### config.mk
export PLATFORM = sky130hd
export DESIGN_NAME = slf_loop_core
export DESIGN_NICKNAME = d
export VERILOG_FILES = /design/src/rtl/slf_pkg.sv /design/src/rtl/slf_term_if.sv /design/src/rtl/slf_gain_scale.sv /design/src/rtl/slf_loop_core.sv
export VERILOG_INCLUDE_DIRS = /design/src /design/src/rtl
export SDC_FILE = /design/constraint.sdc
export NUM_CORES = 1
export LEC_CHECK = 0
export ABC_AREA = 1
export BUFFER_PORTS_ARGS = -buffer_cell sky130_fd_sc_hd__buf_2
export CORE_MARGIN = 5
export CORE_UTILIZATION = 56
export CTS_BUF_LIST = sky130_fd_sc_hd__clkbuf_2 sky130_fd_sc_hd__clkbuf_4 sky130_fd_sc_hd__clkbuf_8
export DETAILED_ROUTE_END_ITERATION = 8
export GPL_TIMING_DRIVEN = 0
export HOLD_SLACK_MARGIN = 0.08
export MAX_ROUTING_LAYER = met4
export PLACE_DENSITY_LB_ADDON = 0.1
export RECOVER_POWER = 50
export SLEW_MARGIN = 20
export SYNTH_ARGS = -nofsm -noshare
export SYNTH_HDL_FRONTEND = slang
export SYNTH_SLANG_ARGS = --single-unit
### constraint.sdc
create_clock -name clk_sys -period 6.14 [get_ports clk_sys]
set_input_delay 0.307 -clock clk_sys [delete_from_list [all_inputs] [get_ports clk_sys]]
set_output_delay 0.307 -clock clk_sys [all_outputs]
set_load 0.02 [all_outputs]
### src/rtl/slf_defines.svh
`ifndef SLF_DEFINES_SVH
`define SLF_DEFINES_SVH

// ----------------------------------------------------------------
// destination addresses and host port selects
// ----------------------------------------------------------------
`define SLF_DEST_GAIN_ACQ 8'h11
`define SLF_DEST_GAIN_TRK 8'h12
`define SLF_DEST_LAG_INIT 8'h13
`define SLF_PORT_DEST 3'h4
`define SLF_PORT_STATUS 3'h5

// ----------------------------------------------------------------
// gain register field positions
// ----------------------------------------------------------------
`define SLF_LEAD_MANT_MSB 17
`define SLF_LEAD_MANT_LSB 14
`define SLF_LEAD_EXP_MSB 13
`define SLF_LEAD_EXP_LSB 9
`define SLF_LAG_MANT_MSB 8
`define SLF_LAG_MANT_LSB 5
`define SLF_LAG_EXP_MSB 4
`define SLF_LAG_EXP_LSB 0
`define SLF_GAIN_RST 18'h00000

// ----------------------------------------------------------------
// loop timing and accumulator shape
// ----------------------------------------------------------------
`define SLF_COMPUTE_CYCLES 8
`define SLF_CNT_LAST 3'h7
`define SLF_CNT_PRE_LAST 3'h6
`define SLF_ACC_FRAC_ZERO 8'h00
`define SLF_ACC_RST 40'h0000000000

`endif

### src/rtl/slf_pkg.sv
package slf_pkg;

  // compute cycle phases, one-hot
  typedef enum logic [2:0] {
    SLF_PH_START = 3'b001,
    SLF_PH_RUN = 3'b010,
    SLF_PH_UPDATE = 3'b100
  } slf_phase_e;

  // one gain set as used by the scaler
  typedef struct packed {
    logic [3:0] lead_mant;
    logic [4:0] lead_exp;
    logic [3:0] lag_mant;
    logic [4:0] lag_exp;
  } slf_gain_s;

endpackage

### src/rtl/slf_term_if.sv
`timescale 1ns/100ps
interface slf_term_if;
  logic signed [15:0] err;
  slf_pkg::slf_gain_s gain;
  logic signed [31:0] lead_term;
  logic signed [39:0] lag_term;

  modport ctrl (output err, output gain, input lead_term, input lag_term);
  modport calc (input err, input gain, output lead_term, output lag_term);
endinterface
### src/rtl/slf_gain_scale.sv
`timescale 1ns/100ps
module slf_gain_scale (
  input wire logic clk_sys, // system clock
  input wire logic sys_rst, // synchronous reset, active high
  slf_term_if.calc t // error in, scaled terms out
);

  // ----------------------------------------------------------------
  // mantissa with implied one, then power-of-two exponent
  // ----------------------------------------------------------------
  function automatic logic signed [55:0] scale(
    input logic signed [15:0] err,
    input logic [3:0] mant,
    input logic [4:0] expo
  );
    logic signed [21:0] p;
    logic signed [55:0] w;
    p = 22'(err * $signed({2'b01, mant}));
    w = {{34{p[21]}}, p};
    return w <<< expo;
  endfunction

  logic signed [55:0] lead_w;
  logic signed [55:0] lag_w;

  // lead lands on 32-bit word units, lag keeps 8 fraction bits
  assign lead_w = scale(t.err, t.gain.lead_mant, t.gain.lead_exp);
  assign lag_w = scale(t.err, t.gain.lag_mant, t.gain.lag_exp);

  // registered terms
  always_ff @(posedge clk_sys)
  begin
    if (sys_rst)
    begin
      t.lead_term <= 32'h00000000;
      t.lag_term <= 40'h0000000000;
    end
    else
    begin
      t.lead_term <= lead_w[51:20];
      t.lag_term <= lag_w[51:12];
    end
  end

  lead_unity_a: assert property (@(posedge clk_sys) disable iff (sys_rst)
    (t.gain.lead_exp == 5'h14 && t.gain.lead_mant == 4'h0) |=>
    t.lead_term == 32'($past(t.err)) * 32'sh10)
    else $error("lead term wrong at unity gain");

  lag_max_mant_a: assert property (@(posedge clk_sys) disable iff (sys_rst)
    (t.gain.lag_exp == 5'h0c && t.gain.lag_mant == 4'hf) |=>
    t.lag_term == 40'($past(t.err)) * 40'sh1f)
    else $error("lag term wrong at full mantissa");

  lag_exp_step_a: assert property (@(posedge clk_sys) disable iff (sys_rst)
    (t.gain.lag_exp == 5'h0d && t.gain.lag_mant == 4'h0) |=>
    t.lag_term == 40'($past(t.err)) * 40'sh20)
    else $error("lag exponent scaling wrong");

endmodule

### src/rtl/slf_loop_core.sv
`timescale 1ns/100ps
`include "slf_defines.svh"
module slf_loop_core (
  input wire logic clk_sys, // system clock, 250 MHz
  input wire logic sys_rst, // synchronous reset, active high
  input wire logic up_wr, // host write strobe pin, active high
  input wire logic [2:0] up_addr, // host port select pin
  input wire logic [7:0] up_data, // host write data pin
  output logic [7:0] up_rd_data, // host read data
  input wire logic acq_mode, // 1 acquisition, 0 track
  input wire logic signed [15:0] err_data, // sampling error
  input wire logic signed [31:0] upper_limit, // lag upper limit
  input wire logic signed [31:0] lower_limit, // lag lower limit
  output logic [31:0] nco_word, // loop filter output
  output logic [39:0] lag_acc, // lag accumulator
  output logic lag_init_done // lag load completed
);

  // ----------------------------------------------------------------
  // pin synchronisers
  // ----------------------------------------------------------------
  logic [11:0] pin;
  logic [11:0] s1;
  logic [11:0] s2;
  logic [11:0] s3;
  logic [11:0] pin_ok;
  logic wr_q;
  logic wr_evt;

  assign pin = {up_wr, up_addr, up_data};

  // three flops per pin
  always_ff @(posedge clk_sys)
  begin
    if (sys_rst)
    begin
      s1 <= 12'h000;
      s2 <= 12'h000;
      s3 <= 12'h000;
    end
    else
    begin
      s1 <= pin;
      s2 <= s1;
      s3 <= s2;
    end
  end

  // a bit changes once the second and third stages agree
  genvar gi;
  generate
    for (gi = 0; gi < 12; gi++)
    begin : g_pin
      always_ff @(posedge clk_sys)
      begin
        if (sys_rst)
          pin_ok[gi] <= 1'b0;
        else if (s2[gi] == s3[gi])
          pin_ok[gi] <= s3[gi];
      end
    end
  endgenerate

  // rising edge of the accepted write strobe
  always_ff @(posedge clk_sys)
  begin
    if (sys_rst)
      wr_q <= 1'b0;
    else
      wr_q <= pin_ok[11];
  end

  assign wr_evt = pin_ok[11] & ~wr_q;

  // ----------------------------------------------------------------
  // holding and gain registers
  // ----------------------------------------------------------------
  logic [7:0] hold [0:3];
  logic [31:0] hold_word;
  logic [17:0] gain_acq;
  logic [17:0] gain_trk;
  logic init_req;
  logic [2:0] wa;
  logic [7:0] wd;

  assign wa = pin_ok[10:8];
  assign wd = pin_ok[7:0];
  assign hold_word = {hold[3], hold[2], hold[1], hold[0]};

  // field split, shared by both gain sets
  function automatic slf_pkg::slf_gain_s fields(input logic [17:0] r);
    slf_pkg::slf_gain_s g;
    g.lead_mant = r[`SLF_LEAD_MANT_MSB:`SLF_LEAD_MANT_LSB];
    g.lead_exp = r[`SLF_LEAD_EXP_MSB:`SLF_LEAD_EXP_LSB];
    g.lag_mant = r[`SLF_LAG_MANT_MSB:`SLF_LAG_MANT_LSB];
    g.lag_exp = r[`SLF_LAG_EXP_MSB:`SLF_LAG_EXP_LSB];
    return g;
  endfunction

  // holding bytes, then transfer by destination address
  always_ff @(posedge clk_sys)
  begin
    if (sys_rst)
    begin
      for (int i = 0; i < 4; i++)
        hold[i] <= 8'h00;
      gain_acq <= `SLF_GAIN_RST;
      gain_trk <= `SLF_GAIN_RST;
      init_req <= 1'b0;
    end
    else
    begin
      init_req <= 1'b0;
      if (wr_evt && wa < `SLF_PORT_DEST)
        hold[wa[1:0]] <= wd;
      else if (wr_evt && wa == `SLF_PORT_DEST)
      begin
        case (wd)
          `SLF_DEST_GAIN_ACQ: gain_acq <= hold_word[17:0];
          `SLF_DEST_GAIN_TRK: gain_trk <= hold_word[17:0];
          `SLF_DEST_LAG_INIT: init_req <= 1'b1;
          default: init_req <= 1'b0;
        endcase
      end
    end
  end

  // ----------------------------------------------------------------
  // compute cycle sequencer
  // ----------------------------------------------------------------
  slf_pkg::slf_phase_e ph;
  slf_pkg::slf_phase_e next_ph;
  logic [2:0] cnt;

  // eight clocks per output
  always_ff @(posedge clk_sys)
  begin
    if (sys_rst)
      cnt <= 3'h0;
    else
      cnt <= cnt + 3'h1;
  end

  always_comb
  begin
    case (ph)
      slf_pkg::SLF_PH_START: next_ph = slf_pkg::SLF_PH_RUN;
      slf_pkg::SLF_PH_RUN:
        next_ph = (cnt == `SLF_CNT_PRE_LAST) ? slf_pkg::SLF_PH_UPDATE :
                  slf_pkg::SLF_PH_RUN;
      slf_pkg::SLF_PH_UPDATE: next_ph = slf_pkg::SLF_PH_START;
      default: next_ph = slf_pkg::SLF_PH_START;
    endcase
  end

  always_ff @(posedge clk_sys)
  begin
    if (sys_rst)
      ph <= slf_pkg::SLF_PH_START;
    else
      ph <= next_ph;
  end

  // ----------------------------------------------------------------
  // gain scaling
  // ----------------------------------------------------------------
  slf_term_if t ();

  slf_gain_scale u_scale (
    .clk_sys(clk_sys),
    .sys_rst(sys_rst),
    .t(t.calc)
  );

  // gain set follows mode, error latched at cycle start
  always_ff @(posedge clk_sys)
  begin
    if (sys_rst)
    begin
      t.gain <= fields(`SLF_GAIN_RST);
      t.err <= 16'sh0000;
    end
    else
    begin
      t.gain <= acq_mode ? fields(gain_acq) : fields(gain_trk);
      if (ph == slf_pkg::SLF_PH_START)
        t.err <= err_data;
    end
  end

  // ----------------------------------------------------------------
  // lag accumulator, init and limits
  // ----------------------------------------------------------------
  logic pending;
  logic load;
  logic signed [40:0] sum;
  logic signed [32:0] sum_hi;

  assign load = pending && ph == slf_pkg::SLF_PH_START;
  assign sum = {lag_acc[39], lag_acc} + {t.lag_term[39], t.lag_term};
  assign sum_hi = sum[40:8];

  // request pending until the next compute start
  always_ff @(posedge clk_sys)
  begin
    if (sys_rst)
      pending <= 1'b0;
    else if (init_req)
      pending <= 1'b1;
    else if (load)
      pending <= 1'b0;
  end

  // load beats accumulate; clamp to the limits on update
  always_ff @(posedge clk_sys)
  begin
    if (sys_rst)
      lag_acc <= `SLF_ACC_RST;
    else if (load)
      lag_acc <= {hold_word, `SLF_ACC_FRAC_ZERO};
    else if (ph == slf_pkg::SLF_PH_UPDATE)
    begin
      if (sum_hi > $signed({upper_limit[31], upper_limit}))
        lag_acc <= {upper_limit, `SLF_ACC_FRAC_ZERO};
      else if (sum_hi < $signed({lower_limit[31], lower_limit}))
        lag_acc <= {lower_limit, `SLF_ACC_FRAC_ZERO};
      else
        lag_acc <= sum[39:0];
    end
  end

  // done flag: a load sets it, a fresh request clears it
  always_ff @(posedge clk_sys)
  begin
    if (sys_rst)
      lag_init_done <= 1'b0;
    else if (load && !init_req)
      lag_init_done <= 1'b1;
    else if (init_req)
      lag_init_done <= 1'b0;
  end

  // output word and host read data
  always_ff @(posedge clk_sys)
  begin
    if (sys_rst)
    begin
      nco_word <= 32'h00000000;
      up_rd_data <= 8'h00;
    end
    else
    begin
      if (ph == slf_pkg::SLF_PH_START)
        nco_word <= lag_acc[39:8] + t.lead_term;
      if (wa == `SLF_PORT_STATUS)
        up_rd_data <= {7'h00, lag_init_done};
      else if (wa < `SLF_PORT_DEST)
        up_rd_data <= hold[wa[1:0]];
      else
        up_rd_data <= 8'h00;
    end
  end

  // ----------------------------------------------------------------
  // checks
  // ----------------------------------------------------------------
  cycle_length_a: assert property (@(posedge clk_sys) disable iff (sys_rst)
    ph == slf_pkg::SLF_PH_START |=>
    (ph != slf_pkg::SLF_PH_START) [*7] ##1
    ph == slf_pkg::SLF_PH_START)
    else $error("compute cycle is not 8 clocks");

  init_load_a: assert property (@(posedge clk_sys) disable iff (sys_rst)
    load |=> lag_acc == {$past(hold_word), 8'h00})
    else $error("lag init value wrong");

  init_wait_a: assert property (@(posedge clk_sys) disable iff (sys_rst)
    init_req |=> ##[0:7] (load && ph == slf_pkg::SLF_PH_START))
    else $error("lag init not taken within a compute cycle");

  done_flag_a: assert property (@(posedge clk_sys) disable iff (sys_rst)
    (load && !init_req) |=> lag_init_done ##1
    (up_rd_data[0] || $past(wa) != `SLF_PORT_STATUS))
    else $error("done flag not shown");

  upper_clamp_a: assert property (@(posedge clk_sys) disable iff (sys_rst)
    (ph == slf_pkg::SLF_PH_UPDATE && !load &&
     sum_hi > $signed({upper_limit[31], upper_limit})) |=>
    lag_acc == {$past(upper_limit), 8'h00})
    else $error("upper limit clamp wrong");

  track_gain_a: assert property (@(posedge clk_sys) disable iff (sys_rst)
    (wr_evt && wa == `SLF_PORT_DEST && wd == `SLF_DEST_GAIN_TRK) |=>
    gain_trk == $past(hold_word[17:0]) ##1
    ($past(acq_mode) || t.gain == fields(gain_trk)))
    else $error("track gain not stored");

  mode_gain_a: assert property (@(posedge clk_sys) disable iff (sys_rst)
    $stable(acq_mode) && $stable(gain_acq) && acq_mode |=>
    t.gain.lag_exp == $past(gain_acq[4:0]))
    else $error("acquisition gain not applied");

endmodule

* After elaboration in Yosys (flattened, before gate mapping) *
Memory sizes are Yosys's and may differ from the RTL's.
Index checks and enable logic that the tools add are counted.

word-level totals
  bits in registers = 280
  bits in writable memories = 32
  bits of input ports = 95
  memories kept = 1

memories
  memory  words  width  rd ports  clocked after memory_dff  wr ports  line                 RTL
  hold    4      8      5         0                         4         slf_loop_core.sv:78  logic [7:0] hold [0:3];

cells by class
  $add $sub $neg = 3
  multiply operators = 2
  magnitude comparators = 3
  equality and inequality tests = 21
  shift operators = 2
  multiplexer cells = 22
  bitwise logic cells = 5
  reduce and logical (&&, ||, !) cells = 14

operators with widths
  kind                   count
  $mux W40               4
  $sshl A22 B5 Y52       2
  $mul A16 B6 Y22        2
  $add A40 B40 Y41       1
  $gt A33 B32 Y1         1
  $lt A33 B32 Y1         1
  $add A32 B32 Y32       1
  $eq A8 B5 Y1 const B   3
  $mux W18               1
  $mux W1                13
  $eq A1 B1 Y1           12
  $eq A3 B3 Y1 const B   4
  $mux W8                1
  $reduce_or A8 Y1       1
  $pmux W3 S2            1
  $reduce_and A3 Y1      2
  $reduce_bool A2 Y1     3
  $reduce_or A3 Y1       2
  $logic_and A1 B1 Y1    4
  $not A1 Y1             4
  $add A3 B1 Y3 const B  1
  $eq A3 B1 Y1 const B   1
  $eq A3 B2 Y1 const B   1
  $lt A3 B3 Y1 const B   1
  5 further kinds        5

* Logic depth before layout (Yosys ltp) *
Gate-level depths: netlist (run 1).

  depth in word-level cells = 8
  depth in mapped cells = 29
  gate-level depth less buffers = 28

* Cells and area by module *
A second synthesis (run 1) with hierarchy kept.

second synthesis, totals
  cells, all modules = 4233
  area total of the unflattened synthesis = 27430.1 µm²

modules (own cells, without submodules)
  module          times used  cells an instance  area each (µm²)  seq. area each (µm²)
  slf_loop_core   1           2531               16610.9          5124.9
  slf_gain_scale  1           1702               10819.1          1441.4

* Worst setup path before layout (run 1) *
OpenSTA, ideal clock, no wires.

  path type = register -> register
  from = register t.gain[7] (netlist name)
  to = register u_scale.t.lag_term[24]
  setup time = 126 ps
  arrival time = 4046 ps
  setup slack = 1968 ps
  stages on the path, launching flop included = 22
  cells stage by stage = dfxtp_1 clkbuf_1 clkbuf_1 nand2_1 fa_1 inv_1 fa_1 fa_1 ha_1 a21oi_1 o21ai_0 nand2_1 nand3_1 or2_2 nand3_1 nand3_1 nand2_1 nand2_1 nand2_1 nand2_1 nand3_1 nand2_1

on the way
  word-level cells in the longest chain between the ends = 2

ends and longest elaborated chain
  element               line                  RTL
  $mul A16 B6 Y22       slf_gain_scale.sv:18  p = 22'(err * $signed({2'b01, mant}));
  $sshl A22 B5 Y52      slf_gain_scale.sv:20  return w <<< expo;
  to (signal assigned)  slf_gain_scale.sv:41  t.lag_term <= lag_w[51:12];
  to (decl)             slf_term_if.sv:9      modport calc (input err, input gain, output lead_term, output lag_term);

Every way passes these cells.
A chain may end at the register's enable or synchronous reset.

* Final worst setup path (run 1) *
  from = register t.gain[16] (netlist name)
  to = register u_scale.t.lead_term[22]

on the way
  word-level cells in the longest chain between the ends = 2

ends and longest elaborated chain
  element               line                  RTL
  $mul A16 B6 Y22       slf_gain_scale.sv:18
  $sshl A22 B5 Y52      slf_gain_scale.sv:20
  to (signal assigned)  slf_gain_scale.sv:40  t.lead_term <= lead_w[51:20];
  to (decl)             slf_term_if.sv:9

Every way passes these cells.

==> results by group, run 1 <==
Outcome
  – Outcome: completed

Clock tree
  – CTS H-tree lvls: 2
  – Setup Buffers After CTS: 0
  – CTS buffer count: 51
  – Clock sinks: 312
  – Root Driver: clkbuf_8
  – Worst-case clock buffer depth: 3
  – CTS tree: done
  – Worst-Skew Late Latency: 0.65 ns
  – CTS clk-pin slew, worst paths: 0.06 ns

Global route
  – Initial antenna violation count: 2
  – First-pass GRT wire length: 138,000 um
  – GR Util All Layers: 35.61%
  – Largest net degree at the start of global routing: 17
  – Number of global-route vias before repair: 25.09k
  – GR Overflow Total: 0

Worst setup path
  – Critical path launch point type: flip-flop
  – Critical path's top delay family: adder cells
  – Slowest stage delay, CP: 0.56 ns
  – Slowest CP cell: fa_1
  – Bufs and invs on worst path: 3
  – Worst EP required: 6.61 ns
  – CP most frequent cell: nand2_1
  – Critical Path Fanout Max: 10
  – Arr. time, crit path: 5.77 ns
  – Kind of critical path: reg -> reg
  – Worst-path cell chain: clkbuf_1 -> clkbuf_1 -> nand2_1 -> fa_1 -> inv_1 -> fa_1 -> fa_1 -> ha_1 -> nand2_1 -> nor2_1 -> nand3_1 -> nand3_1 -> nand2_1 -> nand2_1 -> nand2_1 -> nand2_1 -> nand2_1 -> nand2_1 -> nand2_1 -> nand3_1 -> nand3_1 -> a21oi_1
  – Nature of the critical path endpoint: flip-flop

Power and ir drop
  – Maximum vdd drop: 0.0002387 V
  – Total power: 6.725 mW
  – Leak pwr: 14.59 nW
  – PD cells: 234.6 nW/um2

Flow run
  – Max-cap violation count: 0

Synthesis
  – Largest family of logic cells by synthesized area: simple AND/OR/NAND/NOR gates
  – Post-synth top cells: nand2_1, inv_1, nand3_1
  – Synth Area in Adders: 18.34%
  – Yosys warnings: 0
  – Mux contribution to synthesized area: 0.07803%
  – Syn Inst Count: 3,844
  – Syn Area/Cell: 6.674 um2
  – Post-synth EDFFs: 32
  – Async SR Flop Fraction: 0%
  – Area share of and/or/nand/nor cells after synthesis: 29.78%
  – Synth Area in Compound Gates: 13.53%
  – Yosys reg bits: 312
  – Main synth FF type: dfxtp_1
  – Synthesized cell area: 25,660 um2
  – Cell type with the highest aggregate area in the netlist: dfxtp_1
  – Most common cell in the netlist: nand2_1
  – Post-Synth XOR/XNOR Area: 2.190%
  – Number of library cell types mapped by synthesis: 55
  – Post-Syn Nets: 4,255
  – Synth top area cells: dfxtp_1, nand2_1, ha_1, nand3_1, inv_1
  – Synth top area share: 21.85%
  – Register area share after synthesis: 25.59%

Place
  – DPL Wire Length: 72,950 um
  – IO Port Bufs: 173
  – Final Wtd Congestion: 1.033

Layout
  – Post-layout nets: 4,511
  – Layout cells sized above 1: 5.699%
  – Area Overhead vs Synth: 11.76%
  – Fillers: 4,463

Timing
  – Slew HR: 25.57%
  – FMAX: 0.1887 GHz
  – Hold slack: 0.1022 ns
  – Fin. Hold Viols: 0
  – Final slew viol count: 0
  – Min Clock Period, post-route: 5.299 ns
  – RSZ-0062 raised after global routing: no
  – Clk_skew: 0.04401 ns
  – Worst slew pin tran: 1.105 ns
  – Final worst-path cycle share: 86.30%
  – Setup TNS: 0 ns
  – Final Setup Violations: 0

Drt
  – Drt pass-1 iters: 8
  – DR iter-0 viols: 2,560
  – DR vias: 26.34k
  – Vias/cell: 5.554
  – DRT antenna net count: 0
  – Routed WL: 88,440 um
  – Avg WL per Cell: 18.65 um
  – DRC: 0

Floorplanning
  – Die width: 224.0 um
  – Core Box Area: 45,380 um2
  – Die Ht: 224.0 um
  – I/O pin cnt: 176
  – Die area: 50,190 um2
  – Initial core utilization: 56.53%
  – Std-Cell Rows: 78

Hold path
  – Worst min path class: in -> reg
[path summary, 6_finish.rpt]
check | depth (start not counted) | to | startpoint | slack (ns)
worst min-delay path | 5 | lag_acc[29] | lower_limit[21] | 0.10
worst max-delay path | 22 | u_scale.t.lead_term[22] | t.gain[16] | 0.84
worst max register to register | 22 | u_scale.t.lead_term[22] | t.gain[16] | 0.84
worst min register to register | 2 | s2[9] | s1[9] | 0.40
[metal layers]
layer | GRT usage (%) | wire length (um) | vias to the layer above
li1 | - | - | 13014
met1 | 45.90 | 37010 | 12054
met2 | 56.60 | 39930 | 1054
met3 | 5.320 | 7223 | 219
met4 | 14.29 | 4271 | 0
met5 | - | 0 | -
[where the power goes]
group / leakage [nW] / internal [mW] / switching [mW]
clock: 0.625 / 1.21 / 0.885
combinational: 11.3 / 0.758 / 1.55
sequential: 2.62 / 2.22 / 0.107
[state kept, by name (all words and copies together), names as in the netlist, 8 cells and up]
| signal | count |
|---|---|
| t.gain | 18 |
| nco_word | 32 |
| gain_trk | 18 |
| s2 | 12 |
| u_scale.t.lead_term | 32 |
| up_rd_data | 8 |
| pin_ok | 12 |
| u_scale.t.lag_term | 40 |
| hold | 32 |
| lag_acc | 40 |
| s1 | 12 |
| s3 | 12 |
| t.err | 16 |
| gain_acq | 18 |
[timing repair]
action                    CTS  global route
hold endpoints to repair   29             0
hold buffers               29             0
resized for setup           0             0
[cell families after synthesis]
| group | Yosys count |
|---|---|
| AO/OA/AOI/OAI | 639 |
| XOR/XNOR | 62 |
| adder cells (fa/ha/maj) | 316 |
| buffers and inverters | 705 |
| flip-flops | 312 |
| multiplexers | 2 |
| AND/OR/NAND/NOR | 1808 |
[placed cells by master, fill, tap and decap left out, types with 16 or more instances in the layout]
| master | n |
|---|---|
| o211ai_1 | 16 |
| nor2_1 | 347 |
| dfxtp_1 | 280 |
| fa_1 | 100 |
| nand4_1 | 29 |
| o21ai_1 | 17 |
| nand3_1 | 453 |
| inv_1 | 534 |
| xnor2_1 | 23 |
| o21ai_0 | 221 |
| clkbuf_8 | 61 |
| a21oi_1 | 298 |
| edfxtp_1 | 32 |
| nand2_1 | 902 |
| buf_1 | 21 |
| clkbuf_1 | 200 |
| nor3_1 | 26 |
| xor2_1 | 38 |
| buf_2 | 104 |
| dlygate4sd3_1 | 29 |
| ha_1 | 216 |
[stage by stage]
stage	utilization (%)	std cells	area, um2	setup slack (ns)
after floorplan	-	3844	25660	1.968
after global routing	63.17	4741	28670	0.3774
after CTS	63.41	4741	28770	0.8979
after detailed placement	60.12	4618	27280	0.9503
final	63.18	4743	28670	0.8410
after global placement	60.10	4617	27270	0.9564
[tightest hold or removal path, delay by kind of cell]
kind | cells | cell delay [ns]
AOI/OAI and AO/OA | 1 | 0.05
and+or+nand+nor | 3 | 0.21
buffers and inverters | 1 | 0.11
[final cells by class]
cell class | instances | area [um2] | share of cell area (%)
Clock buffer | 75 | 944.7 | 3.295
Multi-Input combinational cell | 2827 | 16400 | 57.19
Clock inverter | 19 | 254.0 | 0.8858
Antenna cell | 2 | 5.005 | 0.01746
Sequential cell | 312 | 6566 | 22.90
Timing Repair Buffer | 203 | 1062 | 3.705
Inverter | 548 | 2057 | 7.174
Tap cell | 600 | 750.7 | 2.618
Buffer | 157 | 634.4 | 2.212
(Power assumes the default switching activity.)
==> run 2: changes to the inputs <==
CTS_BUF_LIST = unset   (was sky130_fd_sc_hd__clkbuf_2 sky130_fd_sc_hd__clkbuf_4 sky130_fd_sc_hd__clkbuf_8)
==> results by group, run 2 (same netlist as run 1, synthesis figures left out) <==
Clock tree
  – Worst-Skew Late Latency: 0.56 ns (-0.09 ns)
  – CTS tree: done
  – Root Driver: clkbuf_16
  – CTS H-tree lvls: 2 (unchanged)
  – Clock sinks: 312 (unchanged)
  – Setup Buffers After CTS: 0 (unchanged)
  – CTS clk-pin slew, worst paths: 0.06 ns (about the same)
  – Worst-case clock buffer depth: 3 (unchanged)
  – CTS buffer count: 36 (-29%)

Worst setup path
  – R2r endpoint: u_scale.t.lead_term[22]
  – Worst setup path end: u_scale.t.lead_term[22]
  – Slowest CP cell: a21oi_1
  – Crit path from: t.gain[15]
  – Bufs and invs on worst path: 4 (+1)
  – RR Startpoint: t.gain[15]
  – Levels on crit path: 19 (-14%)
  – CP most frequent cell: nand2_1
  – Slowest stage delay, CP: 0.54 ns (-0.02 ns)
  – Critical path launch point type: flip-flop
  – Kind of critical path: reg -> reg
  – Critical path's top delay family: adder cells
  – Worst Reg-to-Reg Cells: 19 (-14%)
  – Worst-path cell chain: clkbuf_1 -> clkbuf_1 -> nand2_1 -> fa_1 -> inv_1 -> fa_1 -> fa_1 -> ha_1 -> nand2_1 -> nor2_1 -> nand3_1 -> nand3_1 -> nand2_1 -> nand2_1 -> nand2_1 -> nand2_1 -> nand2_1 -> clkbuf_1 -> a21oi_1
  – Nature of the critical path endpoint: flip-flop
  – Worst EP required: 6.52 ns (-0.09 ns)
  – Critical Path Fanout Max: 10 (unchanged)
  – Worst R2R Setup Slack: 0.75 ns (-0.10 ns)
  – Arr. time, crit path: 5.77 ns (about the same)

Timing
  – Slew HR: 26.50% (+0.92 points)
  – RSZ-0062 raised after global routing: no
  – Setup WS post-layout: 0.7451 ns (-0.09589 ns)
  – Final slew viol count: 0 (unchanged)
  – Setup TNS: 0 ns (unchanged)
  – Clk_skew: 0.01868 ns (-0.02533 ns)
  – FMAX: 0.1854 GHz (-1.8%)
  – Final Setup Violations: 0 (unchanged)
  – Final worst-path cycle share: 87.86% (+1.6 points)
  – Worst slew pin tran: 1.091 ns (-0.01367 ns)
  – Fin. Hold Viols: 0 (unchanged)
  – Min Clock Period, post-route: 5.395 ns (+0.09589 ns)
  – Hold slack: 0.1752 ns (+0.07296 ns)

Drt
  – DRT antenna net count: 0 (unchanged)
  – Avg WL per Cell: 18.82 um (+0.94%)
  – DRC: 0 (unchanged)
  – Drt pass-1 iters: 6 (-2)
  – Routed WL: 88,670 um (+0.26%)
  – DR iter-0 viols: 2,526 (-1.3%)
  – DR vias: 26.32k (-0.084%)
  – Vias/cell: 5.587 (+0.60%)

Power and ir drop
  – Maximum vdd drop: 0.0002762 V (+16%)
  – PD cells: 236.3 nW/um2 (+0.73%)
  – Leak pwr: 14.53 nW (-0.37%)

Floorplanning
  – I/O pin cnt: 176 (unchanged)
  – Die Ht: 224.0 um (unchanged)
  – Initial core utilization: 56.53% (unchanged)
  – Die width: 224.0 um (unchanged)
  – Core Box Area: 45,380 um2 (unchanged)
  – Die area: 50,190 um2 (unchanged)
  – Std-Cell Rows: 78 (unchanged)

Layout
  – Most frequent cells in the layout: nand2_1, inv_1, nand3_1
  – Post-layout nets: 4,494 (-0.38%)
  – Fillers: 4,454 (-0.20%)
  – Largest regs: lag_acc (40), u_scale.t.lag_term (40)
  – Commonest non-fill, non-tap cell in the layout: nand2_1
  – Area Overhead vs Synth: 11.62%
  – Layout cells sized above 1: 4.967% (-0.73 points)

Global route
  – Largest net degree at the start of global routing: 16 (-1)
  – Initial antenna violation count: 2 (unchanged)
  – GR Overflow Total: 0 (unchanged)
  – GR Util All Layers: 35.60% (about the same)
  – First-pass GRT wire length: 137,900 um (about the same)
  – Number of global-route vias before repair: 25.00k (-0.37%)

Place
  – Worst slack, placed: 0.9503 ns (unchanged)
  – DPL Wire Length: 72,950 um (unchanged)
  – Final Wtd Congestion: 1.033 (unchanged)
  – IO Port Bufs: 173 (unchanged)

Flow run
  – Max-cap violation count: 0 (unchanged)

Outcome
  – Outcome: completed

Hold path
  – Worst min path class: in -> reg
==> run 2: cell count changes in the layout (fill, tap and decap cells not counted), sizes merged <==
cell	before	now
clkbuf	275	247
bufinv	5	1
clkinv	20	16
inv	541	545
diode	2	4
dlygate4sd3	29	27
==> run 2: power by group <==
group / internal [mW] / leakage [nW] / switching [mW]
clock network: 1.23 / 0.579 / 0.905
logic: 0.757 / 11.3 / 1.55
registers: 2.22 / 2.62 / 0.108
total: 4.20 / 14.5 / 2.56
==> run 2: worst min-delay path: stages <==
cell	delay, ns
buf_2	0.11
nand3_1	0.07
nand3_1	0.07
nand2_1	0.06
a21oi_1	0.05
==> run 2: per-layer routing <==
layer / global-route usage [%] / routed length, um
met1: 45.73 / 37280
met2: 56.71 / 40140
met3: 5.805 / 7061
met4: 13.62 / 4188
met5: - / 0
==> run 2: worst min-delay path by stage <==
| stage | start | end | slack [ns] | cells after the start |
|---|---|---|---|---|
| 6_report | lower_limit[19] | lag_acc[27] | 0.18 | 5 |
| 3_5_place_dp | s1[11] | s2[11] | 0.40 | 2 |
| 3_3_place_gp | s1[11] | s2[11] | 0.39 | 2 |
| 2_1_floorplan | s1[0] | s2[0] | 0.39 | 2 |
| 5_1_grt | lower_limit[21] | lag_acc[29] | 0.18 | 5 |
| 4_1_cts | lower_limit[19] | lag_acc[27] | 0.16 | 5 |
==> run 2: per-stage QoR <==
step                utilization, %  total power [mW]  cell area [um2]  instances
floorplan                        -             3.933            25660       3844
global placement             60.10             4.602            27270       4617
detailed placement           60.12             4.615            27280       4618
CTS                          63.32             6.757            28730       4707
global route                 63.09             7.158            28630       4708
finish                       63.10             6.766            28640       4711
==> run 2: repair_timing <==
action                                 in CTS  in global routing
hold buffers                               27                  0
endpoints found under the hold margin      27                  0
resized for setup                           0                  0
==> run 2: layout make-up <==
class / instances / area (um2) / area share (%)
multi-input combinational: 2827 / 16400 / 57.26
sequential: 312 / 6566 / 22.93
inverter: 548 / 2057 / 7.183
timing repair buffer: 201 / 1042 / 3.639
clock buffer: 47 / 1013 / 3.539
tap: 600 / 750.7 / 2.621
buffer: 157 / 634.4 / 2.215
clock inverter: 15 / 165.2 / 0.5767
antenna: 4 / 10.01 / 0.03495
